$ cat src/rtl/wwd_params.svh
/*
 * Timing constants of the window watchdog.
 * Assumes a 125 MHz core clock; intervals count timebase ticks.
 */
`ifndef WWD_PARAMS_SVH
`define WWD_PARAMS_SVH

// Core clock period in ns.
`define WWD_CLK_NS 8
// Kick pulse width limits, in ns, as printed (10 us and 5 ms).
`define WWD_KICK_MIN_NS 10000
`define WWD_KICK_MAX_NS 5000000
// Least kick width rounds up, longest rounds down.
`define WWD_KICK_MIN_CYC ((`WWD_KICK_MIN_NS + `WWD_CLK_NS - 1) / `WWD_CLK_NS)
`define WWD_KICK_MAX_CYC (`WWD_KICK_MAX_NS / `WWD_CLK_NS)
// Default timebase period in core cycles (about 0.88 ms).
`define WWD_TICK_CYC 110000
// Default interval lengths in timebase ticks.
`define WWD_T_POR 16
`define WWD_T_SYNC 64
`define WWD_T_SCLOSE 8
`define WWD_T_SOPEN 8
`define WWD_T_LCLOSE 32
`define WWD_T_LOPEN 32
`define WWD_T_RST 4

`endif

$ cat src/rtl/wwd_pkg.sv
/*
 * Types of the window watchdog.
 * Assumes nothing of its surroundings.
 */
package wwd_pkg;
    typedef enum logic [2:0] {
        ST_POR,
        ST_SYNC,
        ST_CLOSE,
        ST_OPEN,
        ST_RESET,
        ST_OFF
    } wwd_state_t;
endpackage

$ cat src/rtl/wwd_core.sv
/*
 * Window watchdog core: power-on hold, sync monitoring, windowed kick
 * policing, reset pulse generation and stuck-kick detection.
 * Assumes synchronous inputs and a power-good level from supply monitors.
 */
`timescale 1ns/1ps
`default_nettype none
`include "wwd_params.svh"

module wwd_core #(
    parameter int TICK_CYC = `WWD_TICK_CYC,
    parameter int KICK_MAX_CYC = `WWD_KICK_MAX_CYC,
    parameter logic [15:0] T_POR = 16'(`WWD_T_POR),
    parameter logic [15:0] T_SYNC = 16'(`WWD_T_SYNC),
    parameter logic [15:0] T_SCLOSE = 16'(`WWD_T_SCLOSE),
    parameter logic [15:0] T_SOPEN = 16'(`WWD_T_SOPEN),
    parameter logic [15:0] T_LCLOSE = 16'(`WWD_T_LCLOSE),
    parameter logic [15:0] T_LOPEN = 16'(`WWD_T_LOPEN),
    parameter logic [15:0] T_RST = 16'(`WWD_T_RST)
) (
    input wire logic CLK,
    input wire logic RST_N,
    input wire logic POWER_GOOD,
    input wire logic KICK_INPUT,
    input wire logic MODE,
    input wire logic GUARD_DISABLE_N,
    output logic WATCHDOG_RESET_OUTPUT,
    output logic VALID_KICK_PULSE
);

    localparam logic [22:0] KICK_MIN = 23'(`WWD_KICK_MIN_CYC);
    localparam logic [22:0] KICK_MAX = 23'(KICK_MAX_CYC);
    localparam logic [22:0] TICK_LAST = 23'(TICK_CYC - 1);

    // Closed window length of the active mode.
    function automatic logic [15:0] close_len(input logic long_mode);
        close_len = long_mode ? T_LCLOSE : T_SCLOSE;
    endfunction

    // Open window length of the active mode.
    function automatic logic [15:0] open_len(input logic long_mode);
        open_len = long_mode ? T_LOPEN : T_SOPEN;
    endfunction

    wwd_pkg::wwd_state_t state, next_state;
    logic [22:0] tick_cnt, next_tick_cnt;
    logic [15:0] ivl_cnt, next_ivl_cnt;
    logic [22:0] low_cnt, next_low_cnt;
    logic kick_prev, next_kick_prev;
    logic stuck, next_stuck;
    logic out_n, next_out_n;
    logic valid, next_valid;
    logic tick;
    logic kick_ok;
    logic kick_rise;
    logic ivl_done;

    // Timebase tick, kick edge detection and interval end.
    assign tick = (tick_cnt == TICK_LAST);
    assign kick_rise = KICK_INPUT && !kick_prev;
    // A valid kick is a low pulse of legal width ending on a rising edge.
    assign kick_ok = kick_rise && (low_cnt >= KICK_MIN) && !stuck;
    assign ivl_done = tick && (ivl_cnt <= 16'h0001);

    // Kick pulse width measurement and stuck-low detection.
    always_comb begin
        next_kick_prev = KICK_INPUT;
        next_low_cnt = low_cnt;
        next_stuck = stuck;
        next_valid = kick_ok;
        if (KICK_INPUT) begin
            next_low_cnt = 23'h0;
            next_stuck = 1'b0;
        end else if (low_cnt < KICK_MAX) begin
            next_low_cnt = low_cnt + 23'h1;
        end else begin
            next_stuck = 1'b1;
        end
    end

    always_ff @(posedge CLK) begin
        if (!RST_N) begin
            kick_prev <= 1'b1;
            low_cnt <= 23'h0;
            stuck <= 1'b0;
            valid <= 1'b0;
        end else begin
            kick_prev <= next_kick_prev;
            low_cnt <= next_low_cnt;
            stuck <= next_stuck;
            valid <= next_valid;
        end
    end

    // Sequencer: the timebase and the interval counter restart per state.
    always_comb begin
        next_state = state;
        next_tick_cnt = tick ? 23'h0 : tick_cnt + 23'h1;
        next_ivl_cnt = tick ? ivl_cnt - 16'h1 : ivl_cnt;
        next_out_n = 1'b1;
        case (state)
            wwd_pkg::ST_POR: begin
                next_out_n = 1'b0;
                if (!POWER_GOOD) begin
                    next_tick_cnt = 23'h0;
                    next_ivl_cnt = T_POR;
                end else if (ivl_done) begin
                    next_state = wwd_pkg::ST_SYNC;
                    next_tick_cnt = 23'h0;
                    next_ivl_cnt = T_SYNC;
                    next_out_n = 1'b1;
                end
            end
            wwd_pkg::ST_SYNC: begin
                if (kick_ok) begin
                    next_state = wwd_pkg::ST_CLOSE;
                    next_tick_cnt = 23'h0;
                    next_ivl_cnt = close_len(MODE);
                end else if (ivl_done) begin
                    next_state = wwd_pkg::ST_RESET;
                    next_tick_cnt = 23'h0;
                    next_ivl_cnt = T_RST;
                    next_out_n = 1'b0;
                end
            end
            wwd_pkg::ST_CLOSE: begin
                if (kick_ok) begin
                    next_state = wwd_pkg::ST_RESET;
                    next_tick_cnt = 23'h0;
                    next_ivl_cnt = T_RST;
                    next_out_n = 1'b0;
                end else if (ivl_done) begin
                    next_state = wwd_pkg::ST_OPEN;
                    next_tick_cnt = 23'h0;
                    next_ivl_cnt = open_len(MODE);
                end
            end
            wwd_pkg::ST_OPEN: begin
                if (kick_ok) begin
                    next_state = wwd_pkg::ST_CLOSE;
                    next_tick_cnt = 23'h0;
                    next_ivl_cnt = close_len(MODE);
                end else if (ivl_done) begin
                    next_state = wwd_pkg::ST_RESET;
                    next_tick_cnt = 23'h0;
                    next_ivl_cnt = T_RST;
                    next_out_n = 1'b0;
                end
            end
            // A rising kick edge while low restarts the pulse timer.
            wwd_pkg::ST_RESET: begin
                next_out_n = 1'b0;
                if (kick_rise) begin
                    next_tick_cnt = 23'h0;
                    next_ivl_cnt = T_RST;
                end else if (ivl_done) begin
                    next_state = wwd_pkg::ST_SYNC;
                    next_tick_cnt = 23'h0;
                    next_ivl_cnt = T_SYNC;
                    next_out_n = 1'b1;
                end
            end
            wwd_pkg::ST_OFF: begin
                next_tick_cnt = 23'h0;
                next_ivl_cnt = T_SYNC;
                if (GUARD_DISABLE_N) begin
                    next_state = wwd_pkg::ST_SYNC;
                end
            end
            default: begin
                next_state = wwd_pkg::ST_POR;
                next_out_n = 1'b0;
            end
        endcase
        // Disable parks the sequencer released, except during power-on.
        if (!GUARD_DISABLE_N && state != wwd_pkg::ST_POR) begin
            next_state = wwd_pkg::ST_OFF;
            next_tick_cnt = 23'h0;
            next_ivl_cnt = T_SYNC;
            next_out_n = 1'b1;
        end else if (next_stuck && state != wwd_pkg::ST_POR) begin
            next_out_n = 1'b0;
        end
    end

    always_ff @(posedge CLK) begin
        if (!RST_N) begin
            state <= wwd_pkg::ST_POR;
            tick_cnt <= 23'h0;
            ivl_cnt <= T_POR;
            out_n <= 1'b0;
        end else begin
            state <= next_state;
            tick_cnt <= next_tick_cnt;
            ivl_cnt <= next_ivl_cnt;
            out_n <= next_out_n;
        end
    end

    // Outputs come straight from flip-flops.
    assign WATCHDOG_RESET_OUTPUT = out_n;
    assign VALID_KICK_PULSE = valid;
endmodule

`default_nettype wire

$ cat config.mk
export PLATFORM = sky130hd
export DESIGN_NAME = wwd_core
export DESIGN_NICKNAME = d
export VERILOG_FILES = /design/src/rtl/wwd_pkg.sv /design/src/rtl/wwd_core.sv
export VERILOG_INCLUDE_DIRS = /design/src /design/src/rtl
export SDC_FILE = /design/constraint.sdc
export NUM_CORES = 1
export LEC_CHECK = 0
export BUFFER_PORTS_ARGS = -buffer_cell sky130_fd_sc_hd__buf_4
export CAP_MARGIN = 30
export CORE_AREA = 2 2 96 98
export CTS_CLUSTER_SIZE = 40
export DETAILED_ROUTE_END_ITERATION = 12
export DIE_AREA = 0 0 98 100
export GPL_ROUTABILITY_DRIVEN = 0
export PLACE_DENSITY = 0.54
export SLEW_MARGIN = 10
export SYNTH_ARGS = -nofsm -noshare
export SYNTH_HDL_FRONTEND = slang
export SYNTH_SLANG_ARGS = --single-unit
$ cat constraint.sdc
create_clock -name CLK -period 2.9 [get_ports CLK]
set_clock_uncertainty 0.2 [all_clocks]
set_input_delay 0.58 -clock CLK [delete_from_list [all_inputs] [get_ports CLK]]
set_output_delay 0.58 -clock CLK [all_outputs]
set_load 0.01 [all_outputs]
# Word level (Yosys, flattened, before mapping)
# Cells that the tools add are included.
totals:
  register_bits: 69
  wordCells: 88
  in_bits: 6
  output_inout_bits: 2
classes:
  reduce_logical: 17
  n_mux: 38
  bitwise: 1
  addsub: 3
  order_cmp: 3
  n_eq_ne: 16
ops:
  columns: ["operator", "n"]
  rows:
  - ["2-to-1 mux 16 bit", 8]
  - ["2-to-1 mux 23 bit", 5]
  - ["case mux 23 bit (4 select lines)", 1]
  - ["case mux 16 bit (5 select lines)", 1]
  - ["adder 23 x 1 -> 23 bit, second input constant", 2]
  - ["2-to-1 mux 3 bit", 9]
  - ["equality test 23 x 17 -> 1 bit, second input constant", 1]
  - [">= comparator 23 x 11 -> 1 bit, second input constant", 1]
  - ["< comparator 23 x 20 -> 1 bit, second input constant", 1]
  - ["less-or-equal comparator 16 x 1 -> 1 bit, second input constant", 1]
  - ["subtractor 16 x 1 -> 16 bit, second input constant", 1]
  - ["case mux 3 bit (5 select lines)", 1]
  - ["inequality test 3 bit, second input constant", 4]
  - ["2-to-1 mux 1 bit", 10]
  - ["AND reduction 5 bit", 2]
  - ["2-to-1 mux 7 bit", 1]
  - ["equality test 3 x 2 -> 1 bit, second input constant", 2]
  - ["equality test 3 bit, second input constant", 2]
  - ["logical AND 1 bit", 6]
  - ["2-to-1 mux 6 bit", 1]
  - ["inequality test 2 bit, second input constant", 3]
  - ["OR reduction 2 bit", 3]
  - ["case mux 1 bit (5 select lines)", 1]
  - ["inequality test 4 x 1 -> 1 bit, second input constant", 1]
  - ["8 further kinds", 10]

# Depth between registers and ports, before layout
logic_depth:
  depth_word: 8
  mapped_depth: 11
  ltp_nobuf: 9

# Least setup slack after synthesis
# Ideal clock, no wire load.
synth_path:
  path_kind: "flip-flop to flip-flop"
  startpoint: "register tick_cnt[0]"
  endpoint: "register state[2]"
  path_buffers: 2
  slack_ns: 0.436
  path_stages_with_launch: 11
  arrival_time_ns: 2.149
  required_time_ns: 2.585
  path_cell_list: "dfxtp_1 > ha_1 > and3_1 > buf_2 > nand4_1 > or3_4 > nor4_4 > buf_6 > nor3_2 > o31a_1 > o21a_1"
synth_via:
  elab_chain_len: 6
  word_cells_on_any_way: 10
  cone_classes: "3 x eq/ne; 5 x mux; 2 x reduce/logical"
synth_rtl:
  columns: ["element", "line_no", "rtl"]
  rows:
  - ["start, declared", "wwd_core.sv:46", "logic [22:0] tick_cnt, next_tick_cnt;"]
  - ["start signal, assigned", "wwd_core.sv:194", "tick_cnt <= next_tick_cnt;"]
  - ["equality test 23 x 17 -> 1 bit *", "wwd_core.sv:59", "assign tick = (tick_cnt == TICK_LAST);"]
  - ["logical AND 1 bit *", "wwd_core.sv:63", "assign ivl_done = tick && (ivl_cnt <= 16'h0001);"]
  - ["2-to-1 mux 3 bit", null, null]
  - ["2-to-1 mux 3 bit, on equally long branches", null, null]
  - ["case mux 3 bit (5 select lines)", null, null]
  - ["2-to-1 mux 3 bit", null, null]
  - ["end signal, assigned", "wwd_core.sv:188", "state <= wwd_pkg::ST_POR;"]
  - ["end signal, assigned", "wwd_core.sv:193", "state <= next_state;"]
  - ["end, declared", "wwd_core.sv:45", "wwd_pkg::wwd_state_t state, next_state;"]
# Mark *: on every way between the ends. The rest lies on a longest branch, timed or not. The select of a mux whose other input is x is not followed.
# A chain may end at the register's enable or synchronous reset.

# Worst setup path in the final report
# Ends and elaborated chain as after synthesis.

==> metrics.txt <==
worst path required time 2.94 ns; Final Hold Violating Endpoints 0; row cnt 35; crit share post-route 92.45%; Placed Area 3764 um2; worst r2r src tick_cnt[0]; Worst Setup End Kind flop; Tmin final 2.681 ns; number of flops mapped to enable cells by yosys 0; final setup TNS 0 ns; most common cell after layout, fill and taps aside nor2_1; clock network fraction of total power 43.2%; largest net degree at the start of global routing 26; Final HPWL DP 5.449 mm; area leader, netlist dfxtp_1; vias in the first global route 2,766; endpoints failing setup 0; Yosys warning count 0; Boundary Pins 8; register share of total power approximately 54%; hold-fix buffers at CTS 0; core area between 8000 and 9000 um2; fillers 920; H-tree depth 3; vias per inst 5.337; Worst Setup SP tick_cnt[0]; diodes inserted 0; highest clock rate 373.0 MHz; WL/cell 13.71 um; Design Power about 1800 uW; number of port buffers 7; most frequently used flop master after synthesis dfxtp_1; RSZ-0062 raised after global routing false; clk_lat worst skew approximately 0.34 ns; hold path start low_cnt[21]; area of the multi-input gates 2073 um2; leakage approximately 0.0014 uW; Synth Cell Area 3617 um2; total track usage 16.06%; Syn Inst Count 443; CP startpoint kind flop; area delta synth->final 9.754%; CTS Buf Count 9; register bit total from synthesis between 60 and 70; clk root buf clkbuf_8; status complete, no violations; total clock sinks 69; drt pass-1 iters 4; Sw Pwr between 300 and 400 uW; ys async rst share 0%; layout cells sized above 1 between 10% and 20%; CTS tree yes; Clk pin slew, worst setup/hold paths ~0.07 ns; setup ws final 0.2190 ns; Final ANT Viol Nets 0; sw frac 22.08%; Area contributors post-synth dfxtp_1 (38%), nor2_1 (9.2%), xnor2_1 (8.0%); Max Buffers Root-to-Sink 2; Slew Viols, Final 0; first-pass GRT wire length 12.95 mm; die width 98 um; CP Class reg2reg; Die Ht 100 um; pwr dens 448.7 nW/um2; drt drc 0; Hold Path Class reg2reg; DR iter-0 viols around 170; WP data arrival 2.72 ns; most frequent cells in the layout nor2_1 (89), dfxtp_1 (69), xnor2_1 (33); Post-CTS Setup Inserts 0; Comb pwr share 3.2%; top-area cell type share of the netlist area 38.19%; final instance area 3970 um2; antenna violations before repair 0; vias about 3,000; Synth cell types 55; max_cap viols 0; syn_area_per_cell 8.165 um2; Initial Utilization 40.69%; reg-to-reg slack, setup around 0.22 ns; wirelength, routed 7.731 mm; post-place setup slack 0.2113 ns; sequential share of the synthesized area 38.19%; Seq. cell area 1381 um2; utilization after layout 44.66%; Worst Path Max Fanout 9; internal power 1388 uW; post-CTS sizing 0; Worst Tran Pin Value about 0.56 ns; Max rail drop VDD 0.2084 mV; Worst slew margin 61.99%; Layout Nets ~460; grt total ovfl 0; Syn Nets 454; die area about 9800 um2
==> cell families (layout without fill, tap and decap cells) <==
| kind of cell | Yosys count | in the layout | synth area share, % |
|---|---|---|---|
| flip-flops | 69 | 69 | 38.19 |
| AO/OA/AOI/OAI | 53 | 53 | 9.582 |
| multiplexers | 1 | 1 | 0.2767 |
| XOR/XNOR | 53 | 53 | 12.83 |
| AND/OR/NAND/NOR | 227 | 227 | 32.90 |
| adder cells (fa/ha/maj) | 5 | 5 | 1.730 |
| buffers and inverters | 35 | 45 | 4.497 |
==> metal layers <==
metal | routed length (um) | up-vias | track usage [%] | share of wire, %
met5 | 0 | - | 0 | 0
met4 | 149 | 0 | 6.944 | 1.9
met3 | 216 | 15 | 3.482 | 2.8
met2 | 3604 | 43 | 25.76 | 47
met1 | 3760 | 1405 | 20.94 | 49
li1 | - | 1547 | - | -
==> synth_stat cells, drive strengths merged (2+ instances only) <==
library cell  count
nand2b            4
nor2             89
ha                5
o21ai            10
o21a              3
or2               4
a21boi            2
nand3            18
nor4             12
or4               5
nor3             23
dfxtp            69
nand2            28
o221ai            2
and4              6
xor2             20
buf              11
and2              6
a211oi            3
a21oi            14
and3              6
xnor2            33
nor4b             3
or3               3
a31oi             2
inv              14
nand4b            3
o211ai            4
nand4            13
clkbuf           10
nor2b             2
o31ai             3
==> per-stage QoR <==
| step | instances | hold slack [ns] |
|---|---|---|
| 5_1_grt | 564 | 0.2461 |
| 6_report | 564 | 0.2294 |
| 3_3_place_gp | 547 | 0.2169 |
| 2_1_floorplan | 443 | 0.2080 |
| 3_5_place_dp | 547 | 0.2194 |
| 4_1_cts | 563 | 0.2302 |
==> power groups by stage <==
stage	registers, uW	clock network [uW]	logic (uW)
after detailed placement	976	0	55.5
after global placement	976	0	55.1
after global routing	954	843	63.9
final	954	770	57.8
after CTS	954	803	55.7
after floorplan	975	0	36.4
==> state kept, by name (all words and copies together), names as in the netlist <==
signal and count:
kick_prev 1, WATCHDOG_RESET_OUTPUT 1, low_cnt 23, stuck 1, tick_cnt 23, ivl_cnt 16
VALID_KICK_PULSE 1, state 3
==> final cells by class <==
type | count | share of cell area (%)
Clock inverter | 5 | 1.261
Timing Repair Buffer | 15 | 3.341
Sequential cell | 69 | 34.79
Inverter | 14 | 1.324
Clock buffer | 11 | 3.561
Tap cell | 111 | 3.498
Multi-Input combinational cell | 339 | 52.22
==> critical path: stages (launching register included) <==
cell and delay [ns]:
dfxtp_1 0.35, ha_1 0.19, and3_1 0.27, nand4_1 0.12, or3_4 0.44, nor4_4 0.35, buf_4 0.22, nor3_2 0.05
o31a_1 0.30, o21a_1 0.09
==> worst paths after layout <==
check / to / depth (start not counted)
setup reg to reg: state[2] / 9
hold / removal: low_cnt[21] / 2
setup / recovery: state[2] / 9
hold reg to reg: low_cnt[21] / 2
(Power assumes the default switching activity.)
